==> config.mk <==
export PLATFORM = sky130hd
export DESIGN_NAME = tci_interp
export DESIGN_NICKNAME = d
export VERILOG_FILES = /design/src/design/tci_pkg.sv /design/src/design/tci_interp.sv /design/src/design/tci_skid.sv
export SDC_FILE = /design/constraint.sdc
export NUM_CORES = 1
export LEC_CHECK = 0
export ABC_CLOCK_PERIOD_IN_PS = 4050
export BUFFER_PORTS_ARGS = -buffer_cell sky130_fd_sc_hd__buf_4
export CAP_MARGIN = 20
export CORE_AREA = 4 4 145 133
export DETAILED_ROUTE_END_ITERATION = 8
export DIE_AREA = 0 0 149 137
export GPL_TIMING_DRIVEN = 0
export HOLD_SLACK_MARGIN = 0.15
export PLACE_DENSITY = 0.73
export SLEW_MARGIN = 30
export SYNTH_ARGS = -nofsm -noshare
export SYNTH_HDL_FRONTEND = slang
export SYNTH_SLANG_ARGS = --single-unit
export TNS_END_PERCENT = 30
==> constraint.sdc <==
create_clock -name clk_sys_in -period 4.05 [get_ports clk_sys_in]
set_input_delay 0.81 -clock clk_sys_in [delete_from_list [all_inputs] [get_ports clk_sys_in]]
set_output_delay 0.81 -clock clk_sys_in [all_outputs]
set_load 0.05 [all_outputs]
==> src/design/tci_pkg.sv <==
// constants shared by the terminal command interpreter
package tci_pkg;
    localparam int          CLK_HZ     = 25_000_000;
    localparam int          BAUD_FAST  = 2400;
    localparam int          BIT_CYC    = CLK_HZ / BAUD_FAST;
    localparam logic [3:0]  LEN_MAX    = 4'hA;
    // received characters
    localparam logic [7:0]  CH_CR      = 8'h0D;
    localparam logic [7:0]  CH_BS      = 8'h08;
    localparam logic [7:0]  CH_DEL     = 8'h7F;
    localparam logic [7:0]  CH_CTLB    = 8'h02;
    localparam logic [7:0]  CH_CTLC    = 8'h03;
    localparam logic [7:0]  CH_SPACE   = 8'h20;
    localparam logic [7:0]  CH_SLASH   = 8'h2F;
    localparam logic [7:0]  CH_COLON   = 8'h3A;
    localparam logic [7:0]  CH_ZERO    = 8'h30;
    localparam logic [7:0]  CH_ONE     = 8'h31;
    localparam logic [7:0]  CH_SIX     = 8'h36;
    localparam logic [7:0]  CH_NINE    = 8'h39;
    localparam logic [7:0]  CH_LO_A    = 8'h61;
    localparam logic [7:0]  CH_LO_Z    = 8'h7A;
    localparam logic [7:0]  CH_LO_D    = 8'h64;
    localparam logic [7:0]  CH_LO_T    = 8'h74;
    localparam logic [7:0]  CH_CASE    = 8'hDF;
    localparam logic [7:0]  CH_A       = 8'h41;
    localparam logic [7:0]  CH_C       = 8'h43;
    localparam logic [7:0]  CH_F       = 8'h46;
    localparam logic [7:0]  CH_G       = 8'h47;
    localparam logic [7:0]  CH_H       = 8'h48;
    localparam logic [7:0]  CH_I       = 8'h49;
    localparam logic [7:0]  CH_J       = 8'h4A;
    localparam logic [7:0]  CH_K       = 8'h4B;
    localparam logic [7:0]  CH_L       = 8'h4C;
    localparam logic [7:0]  CH_M       = 8'h4D;
    localparam logic [7:0]  CH_N       = 8'h4E;
    localparam logic [7:0]  CH_Q       = 8'h51;
    // bcd range limits for clock fields
    localparam logic [7:0]  BCD_MON    = 8'h12;
    localparam logic [7:0]  BCD_DAY    = 8'h31;
    localparam logic [7:0]  BCD_HOUR   = 8'h23;
    localparam logic [7:0]  BCD_MIN    = 8'h59;
    // report kinds handed to the report source
    localparam logic [3:0]  RPT_STATUS = 4'h0;
    localparam logic [3:0]  RPT_EVENT  = 4'h1;
    localparam logic [3:0]  RPT_HIST   = 4'h2;
    localparam logic [3:0]  RPT_BAND0  = 4'h3;
    localparam logic [3:0]  RPT_BAND1  = 4'h4;
    localparam logic [3:0]  RPT_BAND2  = 4'h5;
    localparam logic [3:0]  RPT_BAND3  = 4'h6;
    localparam logic [3:0]  RPT_SUMM   = 4'h7;
    localparam logic [3:0]  RPT_DETAIL = 4'h8;
    localparam logic [3:0]  RPT_GREET  = 4'h9;
    localparam logic [2:0]  MOD_CABINET = 3'h0;
    typedef enum logic [1:0] {
        ST_IDLE = 2'b01,
        ST_RUN  = 2'b10
    } tci_state_t;
endpackage : tci_pkg

==> src/design/tci_interp.sv <==
// serial command interpreter for one terminal or modem port
`timescale 1ns/10ps
`default_nettype none
// Functional notes
// [RULE1] A, optional digit 1-6: present status
// [RULE2] no digit selects system control cabinet
// [RULE3] control-B: event history, newest first
// [RULE4] C: history status, newest first
// [RULE5] F toggles output freeze, no return
// [RULE6] G clears and unfreezes history buffer
// [RULE7] Q quits output, returns to idle
// [RULE8] d mm/dd/yy loads clock date
// [RULE9] t hh:mm:ss loads clock time
// [RULE10] H hangs up, modem port only
// [RULE11] I J K L: discharge duration bands
// [RULE12] M: discharge summary screen
// [RULE13] N: all discharge details, newest first
// [RULE14] backspace drops last typed character
// [RULE15] one instance per port, all concurrent
// [RULE16] 8N1 async, 2400 or 1200 baud
// [RULE17] either case except lowercase d, t
// [RULE18] greeting sent on modem connect
// [RULE19] local port: status on new alarm
// [RULE20] bad input discarded, nothing altered
module tci_interp
    import tci_pkg::*;
#(
    parameter logic        IS_MODEM   = 1'b1, // RULE15
    parameter logic [15:0] BIT_CYCLES = 16'(BIT_CYC)
) (
    input  wire logic       clk_sys_in,
    input  wire logic       rst_in,
    input  wire logic       rx_in,
    output logic            tx_out,
    input  wire logic       baud_slow_in,
    input  wire logic       modem_connect_in,
    input  wire logic       alarm_new_in,
    input  wire logic [7:0] rpt_data_in,
    input  wire logic       rpt_valid_in,
    output logic            rpt_ready_out,
    input  wire logic       rpt_done_in,
    output logic            rpt_start_out,
    output logic            rpt_abort_out,
    output logic [3:0]      rpt_kind_out,
    output logic [2:0]      rpt_module_out,
    output logic            hist_reset_out,
    output logic            hangup_out,
    output logic            date_load_out,
    output logic [7:0]      date_month_out,
    output logic [7:0]      date_day_out,
    output logic [7:0]      date_year_out,
    output logic            time_load_out,
    output logic [7:0]      time_hour_out,
    output logic [7:0]      time_min_out,
    output logic [7:0]      time_sec_out,
    output logic            freeze_out,
    output logic            busy_out
);
    function automatic logic [7:0] upcase(input logic [7:0] c);
        upcase = (c >= CH_LO_A && c <= CH_LO_Z) ? (c & CH_CASE) : c;
    endfunction : upcase

    function automatic logic is_dig(input logic [7:0] c);
        is_dig = (c >= CH_ZERO) && (c <= CH_NINE);
    endfunction : is_dig

    logic [16:0] bit_len;
    // 1200 baud is exactly twice the 2400 baud bit time
    assign bit_len = baud_slow_in ? {BIT_CYCLES, 1'b0} : {1'b0, BIT_CYCLES}; // RULE16

    // ---------------- receiver ----------------
    logic        rx_busy_reg, rx_busy_next;
    logic [16:0] rx_cnt_reg, rx_cnt_next;
    logic [3:0]  rx_bit_reg, rx_bit_next;
    logic [7:0]  rx_sh_reg, rx_sh_next;
    logic        rx_stb_reg, rx_stb_next;

    always_comb begin
        rx_busy_next = rx_busy_reg;
        rx_cnt_next  = rx_cnt_reg;
        rx_bit_next  = rx_bit_reg;
        rx_sh_next   = rx_sh_reg;
        rx_stb_next  = 1'b0;
        if (!rx_busy_reg) begin
            if (!rx_in) begin
                rx_busy_next = 1'b1;
                rx_cnt_next  = bit_len >> 1;
                rx_bit_next  = 4'h0;
            end
        end else if (rx_cnt_reg != 17'h0) begin
            rx_cnt_next = rx_cnt_reg - 17'h1;
        end else begin
            rx_cnt_next = bit_len - 17'h1;
            if (rx_bit_reg == 4'h0) begin
                rx_busy_next = !rx_in;
                rx_bit_next  = 4'h1;
            end else if (rx_bit_reg <= 4'h8) begin
                rx_sh_next  = {rx_in, rx_sh_reg[7:1]};
                rx_bit_next = rx_bit_reg + 4'h1;
            end else begin
                // framing error: a low stop bit drops the byte
                rx_busy_next = 1'b0;
                rx_stb_next  = rx_in; // RULE16 RULE20
            end
        end
    end

    always_ff @(posedge clk_sys_in or posedge rst_in) begin
        if (rst_in) begin
            rx_busy_reg <= 1'b0;
            rx_cnt_reg  <= 17'h0;
            rx_bit_reg  <= 4'h0;
            rx_sh_reg   <= 8'h00;
            rx_stb_reg  <= 1'b0;
        end else begin
            rx_busy_reg <= rx_busy_next;
            rx_cnt_reg  <= rx_cnt_next;
            rx_bit_reg  <= rx_bit_next;
            rx_sh_reg   <= rx_sh_next;
            rx_stb_reg  <= rx_stb_next;
        end
    end

    // ---------------- transmitter ----------------
    logic        buf_valid;
    logic [7:0]  buf_data;
    logic        tx_take;
    logic        tx_busy_reg, tx_busy_next;
    logic [16:0] tx_cnt_reg, tx_cnt_next;
    logic [3:0]  tx_bit_reg, tx_bit_next;
    logic [8:0]  tx_sh_reg, tx_sh_next;
    logic        tx_line_reg, tx_line_next;
    logic        freeze_reg, freeze_next;
    logic        flush;

    // a frozen port stalls here, the buffer fills, the source waits
    assign tx_take = buf_valid && !tx_busy_reg && !freeze_reg; // RULE5

    always_comb begin
        tx_busy_next = tx_busy_reg;
        tx_cnt_next  = tx_cnt_reg;
        tx_bit_next  = tx_bit_reg;
        tx_sh_next   = tx_sh_reg;
        tx_line_next = tx_line_reg;
        if (tx_take) begin
            tx_busy_next = 1'b1;
            tx_line_next = 1'b0; // RULE16
            tx_sh_next   = {1'b1, buf_data};
            tx_bit_next  = 4'h0;
            tx_cnt_next  = bit_len - 17'h1;
        end else if (tx_busy_reg) begin
            if (tx_cnt_reg != 17'h0) begin
                tx_cnt_next = tx_cnt_reg - 17'h1;
            end else if (tx_bit_reg == 4'h9) begin
                tx_busy_next = 1'b0;
            end else begin
                tx_line_next = tx_sh_reg[0];
                tx_sh_next   = {1'b1, tx_sh_reg[8:1]};
                tx_bit_next  = tx_bit_reg + 4'h1;
                tx_cnt_next  = bit_len - 17'h1;
            end
        end
    end

    always_ff @(posedge clk_sys_in or posedge rst_in) begin
        if (rst_in) begin
            tx_busy_reg <= 1'b0;
            tx_cnt_reg  <= 17'h0;
            tx_bit_reg  <= 4'h0;
            tx_sh_reg   <= 9'h1FF;
            tx_line_reg <= 1'b1;
        end else begin
            tx_busy_reg <= tx_busy_next;
            tx_cnt_reg  <= tx_cnt_next;
            tx_bit_reg  <= tx_bit_next;
            tx_sh_reg   <= tx_sh_next;
            tx_line_reg <= tx_line_next;
        end
    end

    tci_skid #(.W(8)) u_skid (
        .clk_sys_in   (clk_sys_in),
        .rst_in       (rst_in),
        .flush_in     (flush),
        .in_data_in   (rpt_data_in),
        .in_valid_in  (rpt_valid_in),
        .in_ready_out (rpt_ready_out),
        .out_data_out (buf_data),
        .out_valid_out(buf_valid),
        .out_ready_in (tx_take)
    );

    // ---------------- command parser ----------------
    tci_state_t  st_reg, st_next;
    logic [7:0]  line_mem [LEN_MAX];
    logic [3:0]  len_reg, len_next;
    logic        ovf_reg, ovf_next;
    logic        line_wr;
    logic        conn_d_reg;
    logic        greet_reg, greet_next;
    logic        alarm_reg, alarm_next;
    logic        start_next, abort_next, hist_next, hang_next;
    logic        dload_next, tload_next;
    logic [3:0]  kind_reg, kind_next;
    logic [2:0]  mod_reg, mod_next;
    logic [7:0]  ch, c0, f0, f1, f2;
    logic        rpt_ok, mod_ok, field_ok, is_cr;
    logic        rpt_start_reg, rpt_abort_reg, hist_reg, hang_reg;
    logic        dload_reg, tload_reg;
    logic [7:0]  fa_reg, fb_reg, fc_reg;

    assign ch  = rx_sh_reg;
    assign c0  = line_mem[0];
    assign f0  = {line_mem[2][3:0], line_mem[3][3:0]};
    assign f1  = {line_mem[5][3:0], line_mem[6][3:0]};
    assign f2  = {line_mem[8][3:0], line_mem[9][3:0]};
    assign is_cr = rx_stb_reg && (ch == CH_CR) && !ovf_reg;
    assign mod_ok = (len_reg == 4'h2) && line_mem[1] >= CH_ONE
                    && line_mem[1] <= CH_SIX; // RULE1
    assign rpt_ok = (len_reg == 4'h1) || mod_ok;
    assign field_ok = (len_reg == LEN_MAX) && line_mem[1] == CH_SPACE
                      && is_dig(line_mem[2]) && is_dig(line_mem[3])
                      && is_dig(line_mem[5]) && is_dig(line_mem[6])
                      && is_dig(line_mem[8]) && is_dig(line_mem[9]);
    assign line_wr = rx_stb_reg && (ch != CH_CR) && (ch != CH_BS)
                     && (ch != CH_DEL) && upcase(ch) != CH_F
                     && upcase(ch) != CH_Q && len_reg < LEN_MAX;
    assign flush = rx_stb_reg && upcase(ch) == CH_Q; // RULE7

    always_comb begin
        st_next    = st_reg;
        freeze_next = freeze_reg;
        len_next   = len_reg;
        ovf_next   = ovf_reg;
        greet_next = greet_reg | (IS_MODEM & modem_connect_in & !conn_d_reg);
        alarm_next = alarm_reg | (!IS_MODEM & alarm_new_in); // RULE19
        start_next = 1'b0;
        abort_next = 1'b0;
        hist_next  = 1'b0;
        hang_next  = 1'b0;
        dload_next = 1'b0;
        tload_next = 1'b0;
        kind_next  = kind_reg;
        mod_next   = MOD_CABINET; // RULE2
        if (st_reg == ST_RUN && rpt_done_in) begin
            st_next = ST_IDLE;
        end
        if (rx_stb_reg) begin
            if (upcase(ch) == CH_F) begin
                freeze_next = !freeze_reg; // RULE5
            end else if (upcase(ch) == CH_Q) begin
                abort_next = (st_reg == ST_RUN); // RULE7
                st_next    = ST_IDLE;
                len_next   = 4'h0;
                ovf_next   = 1'b0;
            end else if (ch == CH_BS || ch == CH_DEL) begin
                if (len_reg != 4'h0) begin
                    len_next = len_reg - 4'h1; // RULE14
                end
            end else if (ch == CH_CR) begin
                len_next = 4'h0;
                ovf_next = 1'b0;
            end else if (len_reg == LEN_MAX) begin
                ovf_next = 1'b1; // RULE20
            end else begin
                len_next = len_reg + 4'h1;
            end
        end
        if (is_cr) begin
            if (mod_ok) begin
                mod_next = line_mem[1][2:0]; // RULE1
            end
            start_next = (st_reg == ST_IDLE);
            unique case (1'b1)
                rpt_ok && upcase(c0) == CH_A: kind_next = RPT_STATUS; // RULE1
                rpt_ok && c0 == CH_CTLB:      kind_next = RPT_EVENT; // RULE3
                rpt_ok && (upcase(c0) == CH_C || c0 == CH_CTLC):
                    kind_next = RPT_HIST; // RULE4
                len_reg == 4'h1 && upcase(c0) == CH_I: kind_next = RPT_BAND0;
                len_reg == 4'h1 && upcase(c0) == CH_J: kind_next = RPT_BAND1;
                len_reg == 4'h1 && upcase(c0) == CH_K: kind_next = RPT_BAND2;
                len_reg == 4'h1 && upcase(c0) == CH_L:
                    kind_next = RPT_BAND3; // RULE11
                len_reg == 4'h1 && upcase(c0) == CH_M:
                    kind_next = RPT_SUMM; // RULE12
                len_reg == 4'h1 && upcase(c0) == CH_N:
                    kind_next = RPT_DETAIL; // RULE13
                default: begin
                    start_next = 1'b0;
                    hist_next  = len_reg == 4'h1 && upcase(c0) == CH_G; // RULE6
                    hang_next  = IS_MODEM && len_reg == 4'h1
                                 && upcase(c0) == CH_H; // RULE10
                    // lowercase only for the clock setters
                    dload_next = field_ok && c0 == CH_LO_D
                                 && line_mem[4] == CH_SLASH
                                 && line_mem[7] == CH_SLASH
                                 && f0 != 8'h00 && f0 <= BCD_MON
                                 && f1 != 8'h00 && f1 <= BCD_DAY; // RULE8 RULE17
                    tload_next = field_ok && c0 == CH_LO_T
                                 && line_mem[4] == CH_COLON
                                 && line_mem[7] == CH_COLON
                                 && f0 <= BCD_HOUR && f1 <= BCD_MIN
                                 && f2 <= BCD_MIN; // RULE9 RULE17
                end
            endcase
        end
        // greeting first, then alarm report, only while idle
        if (!start_next && st_next == ST_IDLE && !flush) begin
            if (greet_reg) begin
                start_next = 1'b1;
                kind_next  = RPT_GREET; // RULE18
                greet_next = IS_MODEM & modem_connect_in & !conn_d_reg;
            end else if (alarm_reg) begin
                start_next = 1'b1;
                kind_next  = RPT_STATUS; // RULE19
                alarm_next = !IS_MODEM & alarm_new_in;
            end
        end
        if (!start_next) begin
            kind_next = kind_reg;
        end
        if (start_next) begin
            st_next = ST_RUN;
        end
    end

    always_ff @(posedge clk_sys_in or posedge rst_in) begin
        if (rst_in) begin
            st_reg        <= ST_IDLE;
            freeze_reg    <= 1'b0;
            len_reg       <= 4'h0;
            ovf_reg       <= 1'b0;
            conn_d_reg    <= 1'b0;
            greet_reg     <= 1'b0;
            alarm_reg     <= 1'b0;
            rpt_start_reg <= 1'b0;
            rpt_abort_reg <= 1'b0;
            hist_reg      <= 1'b0;
            hang_reg      <= 1'b0;
            dload_reg     <= 1'b0;
            tload_reg     <= 1'b0;
            kind_reg      <= RPT_STATUS;
            mod_reg       <= MOD_CABINET;
            fa_reg        <= 8'h00;
            fb_reg        <= 8'h00;
            fc_reg        <= 8'h00;
        end else begin
            st_reg        <= st_next;
            freeze_reg    <= freeze_next;
            len_reg       <= len_next;
            ovf_reg       <= ovf_next;
            conn_d_reg    <= modem_connect_in;
            greet_reg     <= greet_next;
            alarm_reg     <= alarm_next;
            rpt_start_reg <= start_next;
            rpt_abort_reg <= abort_next;
            hist_reg      <= hist_next;
            hang_reg      <= hang_next;
            dload_reg     <= dload_next;
            tload_reg     <= tload_next;
            kind_reg      <= kind_next;
            if (start_next) begin
                mod_reg <= mod_next;
            end
            if (dload_next || tload_next) begin
                fa_reg <= f0;
                fb_reg <= f1;
                fc_reg <= f2;
            end
        end
    end

    always_ff @(posedge clk_sys_in) begin
        if (line_wr) begin
            line_mem[len_reg] <= ch;
        end
    end

    assign tx_out         = tx_line_reg;
    assign rpt_start_out  = rpt_start_reg;
    assign rpt_abort_out  = rpt_abort_reg;
    assign rpt_kind_out   = kind_reg;
    assign rpt_module_out = mod_reg;
    assign hist_reset_out = hist_reg;
    assign hangup_out     = hang_reg;
    assign date_load_out  = dload_reg;
    assign time_load_out  = tload_reg;
    assign date_month_out = fa_reg;
    assign date_day_out   = fb_reg;
    assign date_year_out  = fc_reg;
    assign time_hour_out  = fa_reg;
    assign time_min_out   = fb_reg;
    assign time_sec_out   = fc_reg;
    assign freeze_out     = freeze_reg;
    assign busy_out       = (st_reg == ST_RUN);
endmodule : tci_interp
`default_nettype wire

==> src/design/tci_skid.sv <==
// two-entry buffer between report source and serial transmitter
`timescale 1ns/10ps
`default_nettype none
module tci_skid #(
    parameter int W = 8
) (
    input  wire logic         clk_sys_in,
    input  wire logic         rst_in,
    input  wire logic         flush_in,
    input  wire logic [W-1:0] in_data_in,
    input  wire logic         in_valid_in,
    output logic              in_ready_out,
    output logic [W-1:0]      out_data_out,
    output logic              out_valid_out,
    input  wire logic         out_ready_in
);
    logic [W-1:0] mem_reg [2];
    logic         wptr_reg;
    logic         wptr_next;
    logic         rptr_reg;
    logic         rptr_next;
    logic [1:0]   cnt_reg;
    logic [1:0]   cnt_next;
    logic         push;
    logic         pop;

    assign in_ready_out  = (cnt_reg != 2'h2);
    assign out_valid_out = (cnt_reg != 2'h0);
    assign out_data_out  = mem_reg[rptr_reg];
    assign push          = in_valid_in && in_ready_out && !flush_in;
    assign pop           = out_valid_out && out_ready_in && !flush_in;

    always_comb begin
        wptr_next = wptr_reg ^ push;
        rptr_next = rptr_reg ^ pop;
        cnt_next  = cnt_reg + 2'(push) - 2'(pop);
        if (flush_in) begin
            wptr_next = 1'b0;
            rptr_next = 1'b0;
            cnt_next  = 2'h0;
        end
    end

    always_ff @(posedge clk_sys_in or posedge rst_in) begin
        if (rst_in) begin
            wptr_reg <= 1'b0;
            rptr_reg <= 1'b0;
            cnt_reg  <= 2'h0;
        end else begin
            wptr_reg <= wptr_next;
            rptr_reg <= rptr_next;
            cnt_reg  <= cnt_next;
        end
    end

    // storage needs no reset; occupancy guards every read
    always_ff @(posedge clk_sys_in) begin
        if (push) begin
            mem_reg[wptr_reg] <= in_data_in;
        end
    end
endmodule : tci_skid
`default_nettype wire

## Word level (Yosys, flattened, before mapping)

Memories as Yosys holds them, arrays and structs flattened.
Cells that the tools add are included.
Widths: inputs -> output; s select.

- Add/sub/neg operators: 9
- $lt $le $gt $ge: 25
- Eq/ne operators: 46
- Multiplexer cells: 84
- Bitwise logic cells: 7
- Reductions and logical operators: 87

Operators by type and width:

| cell | number |
|---|---|
| $eq 8x7->1 const B | 15 |
| $mux 17 | 7 |
| $le 8x6->1 const B | 9 |
| $mux 4 | 17 |
| $logic_and 1x1->1 | 59 |
| $ge 8x6->1 const B | 7 |
| $mux 1 | 44 |
| $eq 8x6->1 const B | 5 |
| $mux 9 | 4 |
| $pmux 4 s9 | 1 |
| $reduce_bool 17->1 | 2 |
| $sub 17x1->17 const B | 2 |
| $le 8x7->1 const B | 4 |
| $ne 8x7->1 const B | 3 |
| $eq 8x2->1 const B | 2 |
| $eq 8x4->1 const B | 2 |
| $ge 8x7->1 const B | 2 |
| $ne 8x4->1 const B | 2 |
| $reduce_bool 8->1 | 2 |
| $sub 15x1->16 const B | 1 |
| $mux 15 | 1 |
| $add 4x1->4 const B | 3 |
| $mux 2 | 6 |
| $mux 6 | 2 |
| 31 further kinds | 56 |

- Bits in registers: 114
- RAM bits: 96
- Input bits: 16
- Output and inout port bits: 65
- Word-level logic and storage cells: 290
- Memories: 2

Memory list:

| memory | words | bits a word | rd ports | clocked after memory_dff | wr ports | RTL line | text |
|---|---|---|---|---|---|---|---|
| line_mem | 10 | 8 | 10 | 0 | 1 | tci_interp.sv:195 | `logic [7:0] line_mem [LEN_MAX];` |
| u_skid.mem_reg | 2 | 8 | 1 | 0 | 1 | tci_skid.sv:17 | `logic [W-1:0] mem_reg [2];` |

## Longest topological paths before layout

Gate-level depths: netlist of run 1.
An unclocked memory read counts as a cell.

- Depth after elaboration: 19
- Gate-level depth with buffers: 11
- Depth with buffers taken out: 9

## By module

Synthesis of run 1 repeated with hierarchy kept, for this count alone.

- Cell total of the unflattened synthesis: 777
- Area, all modules: 9,541.7 um^2

Modules (own cells, without submodules):

| module | instances | cells each | area an instance (um^2) | seq. area each (um^2) |
|---|---|---|---|---|
| tci_interp | 1 | 728 | 8,709.6 | 5,142.4 |
| tci_skid | 1 | 49 | 832.0 | 580.6 |

## Least setup slack after synthesis of run 1

No wires, ideal clock.

- Kind: reg-to-reg
- Start: register rx_sh_reg[7], in the netlist ch[7]
- End: memory line_mem[5][0] (enable)
- Setup time: 332 ps
- Arrival: 2,155 ps
- Data required time: 3,718 ps
- Path slack: 1,563 ps
- Cell stages (with the launch flop): 7
- Path buffers: 1
- Period minus slack after synthesis: 2,487 ps
- Cell sequence: dfrtp_1 -> nand4b_1 -> a2bb2o_1 -> clkbuf_1 -> nor2_1 -> nor4bb_1 -> and2_1

- Word-level cells in the longest chain between the ends: 9
- Elaborated cells on any way between the ends: 17
- Classes of those cells: 2 x order compare; 5 x eq/ne; 3 x mux; 7 x reduce/logical

Ends and longest elaborated chain:

| what | RTL line | text |
|---|---|---|
| start: declaration | tci_interp.sv:75 | `logic [7:0] rx_sh_reg, rx_sh_next;` |
| start signal: assignment | tci_interp.sv:119 | `rx_sh_reg <= rx_sh_next;` |
| $ge 8x7->1, or another cell as far along | tci_interp.sv:60 | `upcase = (c >= CH_LO_A && c <= CH_LO_Z) ? (c & CH_CASE) : c;` |
| $logic_and 1x1->1, on equally long branches | tci_interp.sv:60, tci_interp.sv:225 |  |
| $mux 6 / $logic_and 1x1->1 (equally long branches) | tci_interp.sv:60, tci_interp.sv:225 |  |
| $ne 8x7->1 / $logic_and 1x1->1 (equally long branches) | tci_interp.sv:226 | `&& (ch != CH_DEL) && upcase(ch) != CH_F` |
| $logic_and 1x1->1 | tci_interp.sv:226 |  |
| $logic_and 1x1->1 (*) (2 in a row) | tci_interp.sv:227 | `&& upcase(ch) != CH_Q && len_reg < LEN_MAX;` |
| $mux 1 (*) | tci_interp.sv:374 | `if (line_wr) begin` |
| $mux 1 (not written as such) (*) | tci_interp.sv:375 | `line_mem[len_reg] <= ch;` |
| end: declaration | tci_interp.sv:195 |  |

Mark *: on every way between the ends. The rest lies on a longest branch, timed or not.

## Worst setup path after layout of run 1

- Start: register rx_sh_reg[7], in the netlist ch[7]
- End: memory line_mem[6][4] (enable)

The elaborated chain is that of the path after synthesis.

==> results of run 1 <==
power by group:
part | switching [uW] | total [uW] | internal (uW)
Combinational | 457 | 769 | 312
Clock | 777 | 1960 | 1190
Sequential | 169 | 2620 | 2450
cell usage after synthesis (all sizes together) (21+ instances only):
master | number | area, sq um
mux2 | 29 | 327
nand3 | 21 | 105
dfrtp | 103 | 2580
nor2 | 30 | 113
o21ai | 31 | 159
buf | 32 | 218
a21oi | 37 | 185
inv | 26 | 97.6
nand2 | 46 | 173
edfxtp | 96 | 2880
and2 | 22 | 138
kinds of logic after synthesis:
family,after synthesis
and+or+nand+nor,276
DFF,209
AOI/OAI and AO/OA,157
buffers and inverters,77
muxes,43
adders and majority gates,15
xor gates and xnor gates,10
final cells by class:
class / count / area [sq um]
multi-input cells: 501 / 3530
plain buffers: 51 / 289
clock inverters: 8 / 98.8
clock buffers: 32 / 618
fillers: 1382 / 6330
flip-flops and latches: 209 / 5720
inverters: 26 / 105
repair buffers: 80 / 621
well taps: 240 / 300
worst max-delay path, cell delays in order, from the launching register on:
cell	delay (ps)
dfrtp_1	690
nand4b_1	230
a2bb2o_1	360
clkbuf_1	240
nor2_1	270
nor4bb_1	600
and2_1	480
final timing paths:
check	endpoint	slack (ps)
max in group asynchronous	tx_sh_reg[7]$_DFFE_PP1P_	3050
setup / recovery	line_mem[6][4]$_DFFE_PP_	850
hold / removal	rx_cnt_reg[13]$_DFFE_PP0P_	310
hold reg to reg	date_year_out[0]$_DFFE_PP0P_	510
setup reg to reg	line_mem[6][4]$_DFFE_PP_	850
min in group clk_sys_in	conn_d_reg$_DFF_PP0_	420
cell usage in the layout (no fill, tap or decap), types with 11 or more instances in the layout:
cell type,n
mux2_2,29
and2_1,22
mux2i_1,14
buf_4,103
o21ai_0,30
a21oi_1,37
clkbuf_1,26
nand3_1,21
dfrtp_1,103
ha_1,15
inv_1,25
nor3_1,17
clkbuf_16,22
edfxtp_1,96
and3_1,11
nand4_1,14
nor4_1,15
nand2_1,46
nor2_1,30
nor4b_1,11
through the flow:
step	instance area, sq um	TNS (ps)
after floorplan	9640	0
after global placement	10500	-103080
after detailed placement	10600	0
after CTS	11300	0
after global routing	11300	0
final	11300	0
routing by layer:
metal,vias to the layer above,track usage (%),routed length [um]
met1,3443,27.1,8830
met5,-,0,0
met3,43,2.75,966
li1,3194,-,-
met2,210,35.9,10700
met4,0,5.90,476
==> results.py, run 1 <==
metrics = {
    "worst_setup_path": {
        "start_kind": "register",
        "cp-end-kind": "register",
        "r2r_start": "ch[7]$_DFFE_PP0P_",
        "worstPathMaxFanout": 15,
        "r2r_cells": 6,
        "critPathKind": "register to register",
        "required_ps": 4210,
        "crit_path_start": "ch[7]$_DFFE_PP0P_",
        "critical_path_arrival_ps": 3360,
    },
    "timing": {
        "finClkSkew_ps": 14.9,
        "layout_min_cycle_time_ps": 3200,
        "max-slew-margin-rel_pct": 36.6,
        "slew_viol_final": 0,
        "max_clock_freq_ghz": 0.312,
        "post-route-period-util_pct": 79.1,
        "worst_slew_pin_slew_ps": 943,
        "hold_viol_final": 0,
        "worst_hold_slack_ps": 311,
        "finalSetupViolations": 0,
        "rsz0062_at_grt": "no",
        "fin_ws_ps": 846,
    },
    "die": {
        "start_util_pct": 54.7,
        "die_x_um": 149,
        "die_h_um": 137,
        "rows": 46,
        "io_pins": 81,
        "die_area_sq_um": 20400,
        "core_sq_um": 17600,
    },
    "synth": {
        "syn-cell-area_sq_um": 9640,
        "synth-compound-area-share_pct": 11.4,
        "ys.flop_type": "dfrtp_1",
        "yosys.area_share.simple_pct": 17.5,
        "ys_seq_area_share_pct": 59.4,
        "synth_warnings": 0,
        "synthMuxAreaShare_pct": 4.84,
        "synthXorXnorAreaFrac_pct": 0.909,
        "synth.avg_cell_area_sq_um": 12.2,
        "synth_adder_area_share_pct": 1.95,
        "syn_nets": 818,
        "postSynthCellCount": 787,
        "synth_seq_cells": 209,
        "synth_top_family_by_area": "simple AND/OR/NAND/NOR gates",
        "synth_edf_count": 96,
        "async_reset_ff_share_pct": 54.1,
        "synth_cell_types": 86,
    },
    "layout": {
        "stdcell_count": 1147,
        "final_util_pct": 64.1,
        "area_growth_pct": 17.1,
        "largest_reg_flops": 80,
        "antennaDiodeCount": 0,
        "final_layout_size_suffix_gt1_share_pct": 22.6,
        "nets": 922,
    },
    "clock_tree": {
        "cts_tree": "built",
        "hold_buffers": 0,
        "cts-root-buf": "clkbuf_16",
        "ctsLongestPathBuffers": 3,
        "postCtsResizedCells": 0,
        "clk_pin_slew_ps": 60,
        "cts_inserted_buffers": 22,
        "insertion_delay_ps": 500,
        "cts_setup_buffers": 0,
        "cts.sinks": 209,
        "cts_max_level": 1,
    },
    "grt": {
        "grt.total_usage_pct": 20.6,
        "antenna_found_initial": 0,
        "grt_max_degree": 62,
        "grt_overflow": 0,
        "grt_pass1_wl_um": 34500,
        "first_global_vias": 7011,
    },
    "placement": {
        "place_inst": 1107,
        "port_buffers": 79,
        "place.gp.congestion": 0.937,
        "post-place-ws_ps": 866,
        "dp_hpwl_um": 14500,
    },
    "drt": {
        "vias_per_cell": 6.01,
        "vias": 6890,
        "dr.pass1.iters": 5,
        "drt_iter0_markers": 508,
        "wirelength_um": 21000,
        "drc_errors": 0,
        "detail-route-antenna-nets": 0,
        "wl_per_cell_um": 18.3,
    },
    "power": {
        "p_total_uw": 5350,
        "powerDensity_nw_per_um2": 474,
        "vdd_drop_max_mv": 0.480,
        "p_leak_uw": 0.00461,
    },
    "run_status": {
        "status": "finished clean",
    },
    "job": {
        "maxCapViolations": 0,
    },
    "hold_path": {
        "hold_class": "input port to asynchronous set/reset pin",
    },
}
Note: power is estimated with default switching activity, not from simulation.
==> run 2: changes to the inputs <==
--- a/config.mk
+++ b/config.mk
@@ -5,15 +5,16 @@
 export SDC_FILE = /design/constraint.sdc
 export NUM_CORES = 1
 export LEC_CHECK = 0
-export ABC_CLOCK_PERIOD_IN_PS = 4050
+export ABC_AREA = 1
+export ABC_CLOCK_PERIOD_IN_PS = 2600
 export BUFFER_PORTS_ARGS = -buffer_cell sky130_fd_sc_hd__buf_4
 export CAP_MARGIN = 20
-export CORE_AREA = 4 4 145 133
+export CORE_AREA = 4 4 146 134
 export DETAILED_ROUTE_END_ITERATION = 8
-export DIE_AREA = 0 0 149 137
+export DIE_AREA = 0 0 150 138
 export GPL_TIMING_DRIVEN = 0
 export HOLD_SLACK_MARGIN = 0.15
-export PLACE_DENSITY = 0.73
+export PLACE_DENSITY = 0.75
 export SLEW_MARGIN = 30
 export SYNTH_ARGS = -nofsm -noshare
 export SYNTH_HDL_FRONTEND = slang
==> constraint.sdc (replaced) <==
create_clock -name clk_sys_in -period 2.6 [get_ports clk_sys_in]
set_input_delay 0.52 -clock clk_sys_in [delete_from_list [all_inputs] [get_ports clk_sys_in]]
set_output_delay 0.52 -clock clk_sys_in [all_outputs]
set_load 0.05 [all_outputs]
==> run 2 against run 1 <==
Effect of this change:
- area after synthesis up 0.18%
- worst hold slack got worse by 120 ps
- sequential power increased by 60%
- worst setup slack got worse by 700 ps
- highest routed layer unchanged
- design area up 3.4%
- flip-flop and latch count unchanged
- clock power increased by 58%
- synthesized cell count is 28% higher
- largest power group unchanged
- sequential share of layout area fell by 1.5 points
==> results.py, run 2 <==
metrics = {
    "layout": {
        "final_layout_size_suffix_gt1_share_pct": 19.4,
        "final_cell_mix": "197 x nand2_1, 123 x inv_1, 113 x buf_4",
        "nets": 1159,
        "mostFrequentLayoutCell": "nand2_1",
        "stdcell_count": 1389,
        "largest_reg_flops": 80,
        "fillers": 1395,
        "antennaDiodeCount": 0,
        "multiInputGateArea_sq_um": 3300,
        "ff_latch_area_sq_um": 5740,
        "area_growth_pct": 20.8,
    },
    "drt": {
        "wirelength_um": 21100,
        "wl_per_cell_um": 15.2,
        "drt_iter0_markers": 452,
        "drc_errors": 0,
        "vias": 7343,
        "detail-route-antenna-nets": 0,
        "vias_per_cell": 5.29,
        "dr.pass1.iters": 5,
    },
    "synth": {
        "synth_cell_types": 52,
        "synth_warnings": 0,
        "yosysTopAreaCell": "edfxtp_1",
        "ys_seq_area_share_pct": 59.3,
        "synth_seq_cells": 209,
        "async_reset_ff_share_pct": 54.1,
        "ys.flop_type": "dfrtp_1",
        "synth_top_area_share_pct": 29.9,
        "synth_edf_count": 96,
        "syn-cell-area_sq_um": 9650,
        "synth.area.top_cells": "edfxtp_1 30%, dfrtp_1 27%, nand2_1 7.8%, inv_1 4.9%, o21ai_0 3.9%",
        "synthTopCellsByCount": "200 x nand2_1, 125 x inv_1, 103 x dfrtp_1, 96 x edfxtp_1, 93 x nor2_1",
        "postSynthCellCount": 1005,
        "synth_most_common_cell": "nand2_1",
        "syn_nets": 1036,
        "synth.avg_cell_area_sq_um": 9.61,
    },
    "die": {
        "rows": 47,
        "core_sq_um": 18100,
        "start_util_pct": 53.3,
        "die_h_um": 138,
        "die_area_sq_um": 20700,
        "io_pins": 81,
        "die_x_um": 150,
    },
    "timing": {
        "finClkSkew_ps": 22.5,
        "max-slew-margin-rel_pct": 49.6,
        "post-route-period-util_pct": 94.3,
        "layout_min_cycle_time_ps": 2450,
        "rsz0062_at_grt": "yes",
        "slew_viol_final": 0,
        "worst_slew_pin_slew_ps": 749,
        "max_clock_freq_ghz": 0.408,
        "hold_viol_final": 0,
        "finalSetupViolations": 0,
    },
    "grt": {
        "antenna_found_initial": 0,
        "first_global_vias": 7323,
        "grt_pass1_wl_um": 35800,
        "grt_max_degree": 32,
        "grt_overflow": 0,
        "grt.total_usage_pct": 20.9,
    },
    "clock_tree": {
        "clk_pin_slew_ps": 60,
        "cts_tree": "built",
        "cts_max_level": 1,
        "cts_inserted_buffers": 23,
        "cts-root-buf": "clkbuf_16",
        "insertion_delay_ps": 520,
        "cts.sinks": 209,
        "ctsLongestPathBuffers": 3,
    },
    "worst_setup_path": {
        "crit_path_start": "freeze_out$_DFFE_PP0P_",
        "r2r_start": "freeze_out$_DFFE_PP0P_",
        "rr_endpoint": "u_skid.cnt_reg[1]$_DFF_PP0_",
        "worstPathMaxFanout": 10,
        "r2r_cells": 11,
        "critPathKind": "register to register",
        "critical_path_arrival_ps": 2910,
        "cp-end-kind": "register",
        "max_stage_delay_ps": 540,
        "cp.buffers_inverters": 4,
        "required_ps": 3060,
        "reg2reg_setup_slack_ps": 150,
        "path_depth": 11,
        "crit_top_cell": "inv_1",
        "worstPathCellList": "nor3_1 -> clkbuf_1 -> nand2_1 -> inv_1 -> ha_1 -> inv_1 -> ha_1 -> xnor2_1 -> xnor2_1 -> nand2_1 -> inv_1",
        "start_kind": "register",
        "crit_family": "simple AND/OR/NAND/NOR gates",
        "setup.worst_path.end": "u_skid.cnt_reg[1]$_DFF_PP0_",
        "slowest_stage": "nor3_1",
    },
    "power": {
        "vdd_drop_max_mv": 0.580,
        "powerDensity_nw_per_um2": 763,
        "p_total_uw": 8900,
        "p_leak_uw": 0.00529,
    },
    "job": {
        "maxCapViolations": 0,
    },
    "run_status": {
        "status": "finished clean",
    },
    "placement": {
        "place.gp.congestion": 0.899,
        "place_inst": 1333,
        "dp_hpwl_um": 14400,
        "port_buffers": 79,
    },
    "hold_path": {
        "hold_class": "input port to register",
    },
}
[run 2: area by class of cell]
type,count,share of cell area (%)
multi-input combinational,623,28.3
buffer,40,2.30
timing repair buffer,99,7.27
tap,245,2.63
clock inverter,9,0.848
sequential,209,49.2
clock buffer,32,5.23
inverter,132,4.28
[run 2: metrics by stage]
| stage | setup slack, ps | utilization [%] | TNS (ps) | cell area [sq um] | hold WS, ps |
|---|---|---|---|---|---|
| 2_1_floorplan | 61.9 | - | 0 | 9660 | 400 |
| 3_3_place_gp | -850 | 58.3 | -62080 | 10600 | 404 |
| 3_5_place_dp | -906 | 58.9 | -50680 | 10700 | 419 |
| 4_1_cts | -9.21 | 64.2 | -19.0 | 11600 | 177 |
| 5_1_grt | -30.1 | 64.4 | -31.7 | 11700 | 182 |
| 6_report | 148 | 64.4 | 0 | 11700 | 190 |
[run 2: how the worst min path moves through the flow]
| stage | from | slack (ps) | depth (start not counted) | endpoint |
|---|---|---|---|---|
| finish | rpt_data_in[5] | 190 | 1 | u_skid.mem_reg[0][5]$_DFFE_PP_ |
| global placement | conn_d_reg$_DFF_PP0_ | 400 | 1 | greet_reg$_DFF_PP0_ |
| floorplan | conn_d_reg$_DFF_PP0_ | 400 | 1 | greet_reg$_DFF_PP0_ |
| global route | rpt_data_in[3] | 180 | 1 | u_skid.mem_reg[0][3]$_DFFE_PP_ |
| CTS | rpt_data_in[5] | 180 | 1 | u_skid.mem_reg[0][5]$_DFFE_PP_ |
| detailed placement | conn_d_reg$_DFF_PP0_ | 420 | 1 | greet_reg$_DFF_PP0_ |
[run 2: routing by layer]
layer	vias up	wire length [um]	share of wire (%)	track usage, %
met2	215	10100	48	34.2
met3	34	1090	5.2	2.78
met5	-	0	0	0
met4	0	454	2.2	5.83
met1	3505	9440	45	29.6
li1	3589	-	-	-
[run 2: logic make-up (layout without fill, tap and decap cells)]
kind of cell	count (synthesis)	in the layout	synth area share [%]
mux	1	1	0.117
simple gates	449	449	20.6
compound gates	135	135	8.07
xor+xnor	23	23	2.09
buf+inv	173	312	7.92
flops	209	209	59.3
fa+ha+maj	15	15	1.94
[run 2: report_power, final]
part | switching (uW) | internal [uW] | leakage, uW
clock network | 1260 | 1840 | 0.000344
logic | 1030 | 567 | 0.00267
registers | 302 | 3900 | 0.00228
[run 2: worst register-to-register path, delay by kind of cell (launching register included)]
kind | cells | cell delay [ps]
DFF | 1 | 430
xor gates and xnor gates | 2 | 260
adders and majority gates | 2 | 370
and+or+nand+nor | 3 | 720
buffers and inverters | 4 | 650
[run 2: timing repair]
item | CTS | global route
buffers inserted | 12 | 2
endpoints found under the setup margin | 81 | 129
pin swaps | 8 | 1
gates resized for setup | 19 | 13
endpoints found under the hold margin | 7 | 0
hold buffers | 2 | 0
==> run 3: changes to the inputs <==
--- a/config.mk
+++ b/config.mk
@@ -9,12 +9,14 @@
 export ABC_CLOCK_PERIOD_IN_PS = 2600
 export BUFFER_PORTS_ARGS = -buffer_cell sky130_fd_sc_hd__buf_4
 export CAP_MARGIN = 20
-export CORE_AREA = 4 4 146 134
+export CELL_PAD_IN_SITES_DETAIL_PLACEMENT = 1
+export CELL_PAD_IN_SITES_GLOBAL_PLACEMENT = 1
+export CORE_AREA = 4 4 165 151
 export DETAILED_ROUTE_END_ITERATION = 8
-export DIE_AREA = 0 0 150 138
+export DIE_AREA = 0 0 169 155
 export GPL_TIMING_DRIVEN = 0
 export HOLD_SLACK_MARGIN = 0.15
-export PLACE_DENSITY = 0.75
+export PLACE_DENSITY_LB_ADDON = 0.1
 export SLEW_MARGIN = 30
 export SYNTH_ARGS = -nofsm -noshare
 export SYNTH_HDL_FRONTEND = slang
==> run 3 against run 2 <==
Effect of this change:
- worst setup slack got worse by 72 ps
- highest routed layer unchanged
- design area increased by 0.94%
- critical endpoint unchanged
- worst hold slack improved by 15 ps
- via count decreased by 0.18%
- largest power group unchanged
- clock-buffer cell count decreased by 5
- largest cell class unchanged
- non-clock buffer count decreased by 2
- wire length increased by 12%
==> results.py, run 3 (synthesis gave the netlist of run 2 again) <==
metrics = {
    "run_status": {
        "status": "finished clean",
    },
    "drt": {
        "dr.pass1.iters": 4,
        "drt_iter0_markers": 375,
        "vias": 7330,
        "drc_errors": 0,
        "wl_per_cell_um": 16.4,
        "detail-route-antenna-nets": 0,
        "wirelength_um": 23700,
        "vias_per_cell": 5.08,
    },
    "grt": {
        "antenna_found_initial": 0,
        "grt.total_usage_pct": 18.3,
        "first_global_vias": 7717,
        "grt_pass1_wl_um": 39500,
        "grt_max_degree": 29,
        "grt_overflow": 0,
    },
    "worst_setup_path": {
        "critPathKind": "register to register",
        "cp-end-kind": "register",
        "cp.buffers_inverters": 4,
        "max_stage_delay_ps": 520,
        "crit_top_cell": "inv_1",
        "required_ps": 3040,
        "crit_family": "simple AND/OR/NAND/NOR gates",
        "slowest_stage": "nor3_1",
        "worstPathMaxFanout": 10,
        "critical_path_arrival_ps": 2970,
        "start_kind": "register",
        "worstPathCellList": "nor3_1 -> clkbuf_1 -> nand2_1 -> inv_1 -> ha_1 -> inv_1 -> ha_1 -> xnor2_1 -> xnor2_1 -> nand2_1 -> inv_1",
    },
    "layout": {
        "area_growth_pct": 21.9,
        "largest_reg_flops": 80,
        "mostFrequentLayoutCell": "nand2_1",
        "fin_area_sq_um": 11800,
        "final_layout_size_suffix_gt1_share_pct": 20.0,
        "final_cell_mix": "196 x nand2_1, 123 x inv_1, 113 x buf_4",
        "antennaDiodeCount": 0,
        "nets": 1157,
        "final_util_pct": 50.9,
    },
    "placement": {
        "placed_area_sq_um": 10700,
        "dp_hpwl_um": 16700,
        "post-place-ws_ps": -1120,
        "place.gp.congestion": 0.790,
        "port_buffers": 79,
    },
    "die": {
        "die_x_um": 169,
        "die_area_sq_um": 26200,
        "core_sq_um": 23100,
        "io_pins": 81,
        "rows": 53,
        "die_h_um": 155,
        "start_util_pct": 41.7,
    },
    "timing": {
        "post-route-period-util_pct": 97.1,
        "tns_ps": 0,
        "slew_viol_final": 0,
        "rsz0062_at_grt": "yes",
        "hold_viol_final": 0,
        "worst_hold_slack_ps": 205,
        "max_clock_freq_ghz": 0.396,
        "max-slew-margin-rel_pct": 53.9,
        "fin_ws_ps": 75.9,
        "layout_min_cycle_time_ps": 2520,
        "finClkSkew_ps": 9.36,
        "worst_slew_pin_slew_ps": 685,
        "finalSetupViolations": 0,
    },
    "power": {
        "vdd_drop_max_mv": 0.586,
        "powerDensity_nw_per_um2": 785,
        "p_leak_uw": 0.00530,
    },
    "clock_tree": {
        "cts-root-buf": "clkbuf_16",
        "insertion_delay_ps": 500,
        "cts_tree": "built",
        "cts.sinks": 209,
        "ctsLongestPathBuffers": 3,
        "cts_max_level": 1,
        "clk_pin_slew_ps": 60,
        "cts_inserted_buffers": 23,
    },
    "hold_path": {
        "hold_class": "input port to register",
    },
    "job": {
        "maxCapViolations": 0,
    },
}
==> run 3: cell count changes in the layout (fill, tap and decap cells not counted), moves of 2 or more <==
| cell | previous run | this run |
|---|---|---|
| buf_12 | 8 | 6 |
| nor2_1 | 88 | 90 |
| clkinv_2 | 2 | 6 |
| nor3_2 | 3 | 7 |
| bufinv_16 | 2 | 5 |
| nor3_4 | 6 | 3 |
| clkbuf_1 | 15 | 10 |
| inv_6 | 2 | 0 |
==> run 3: power by group <==
group / total (uW) / leakage (uW) / internal, uW / switching [uW]
logic: 1620 / 0.00263 / 568 / 1050
registers: 4210 / 0.00228 / 3900 / 310
clock network: 3420 / 0.000386 / 2120 / 1300
==> run 3: worst paths after layout <==
| kind | start | endpoint | slack, ps | cells past startpoint |
|---|---|---|---|---|
| worst min-delay path | rpt_data_in[5] | u_skid.mem_reg[0][5]$_DFFE_PP_ | 200 | 1 |
| max in group asynchronous | rst_in | tx_sh_reg[5]$_DFFE_PP1P_ | 1320 | 5 |
| min in group asynchronous | rst_in | hangup_out$_DFF_PP0_ | 540 | 3 |
| worst min register to register | conn_d_reg$_DFF_PP0_ | greet_reg$_DFF_PP0_ | 460 | 1 |
| worst max register to register | freeze_out$_DFFE_PP0P_ | u_skid.cnt_reg[1]$_DFF_PP0_ | 80 | 11 |
| worst max-delay path | freeze_out$_DFFE_PP0P_ | u_skid.cnt_reg[1]$_DFF_PP0_ | 80 | 11 |
==> run 3: area by class of cell <==
class	instances	area, sq um
plain buffers	40	268
clock inverters	14	195
fillers	2657	11400
repair buffers	97	808
flip-flops and latches	209	5740
multi-input cells	623	3300
well taps	302	378
clock buffers	27	591
inverters	132	499
==> run 3: repair_timing <==
action | in CTS | in global routing
gates resized for setup | 20 | 12
hold buffers | 2 | 0
setup endpoints to repair | 124 | 123
buffers inserted | 10 | 2
pin swaps | 10 | 0
gates cloned | 0 | 0
endpoints found under the hold margin | 8 | 0
==> run 3: metrics by stage <==
step / total power, uW / std cells
detailed placement: 5880 / 1390
global route: 9800 / 1444
finish: 9240 / 1444
floorplan: 5400 / 1005
global placement: 5800 / 1386
CTS: 9330 / 1442
==> run 3: worst register-to-register path: cells and delay by family (launching register included) <==
kind	cells	cell delay, ps
xor gates and xnor gates	2	280
adders and majority gates	2	380
buffers and inverters	4	670
DFF	1	450
and+or+nand+nor	3	710
==> run 3: routing by layer <==
metal / track usage (%) / share of wire [%] / vias to the layer above
li1: - / - / 3588
met1: 25.3 / 46 / 3618
met2: 31.4 / 49 / 95
met3: 2.31 / 3.2 / 29
met4: 3.95 / 1.9 / 0
met5: 0 / 0 / -
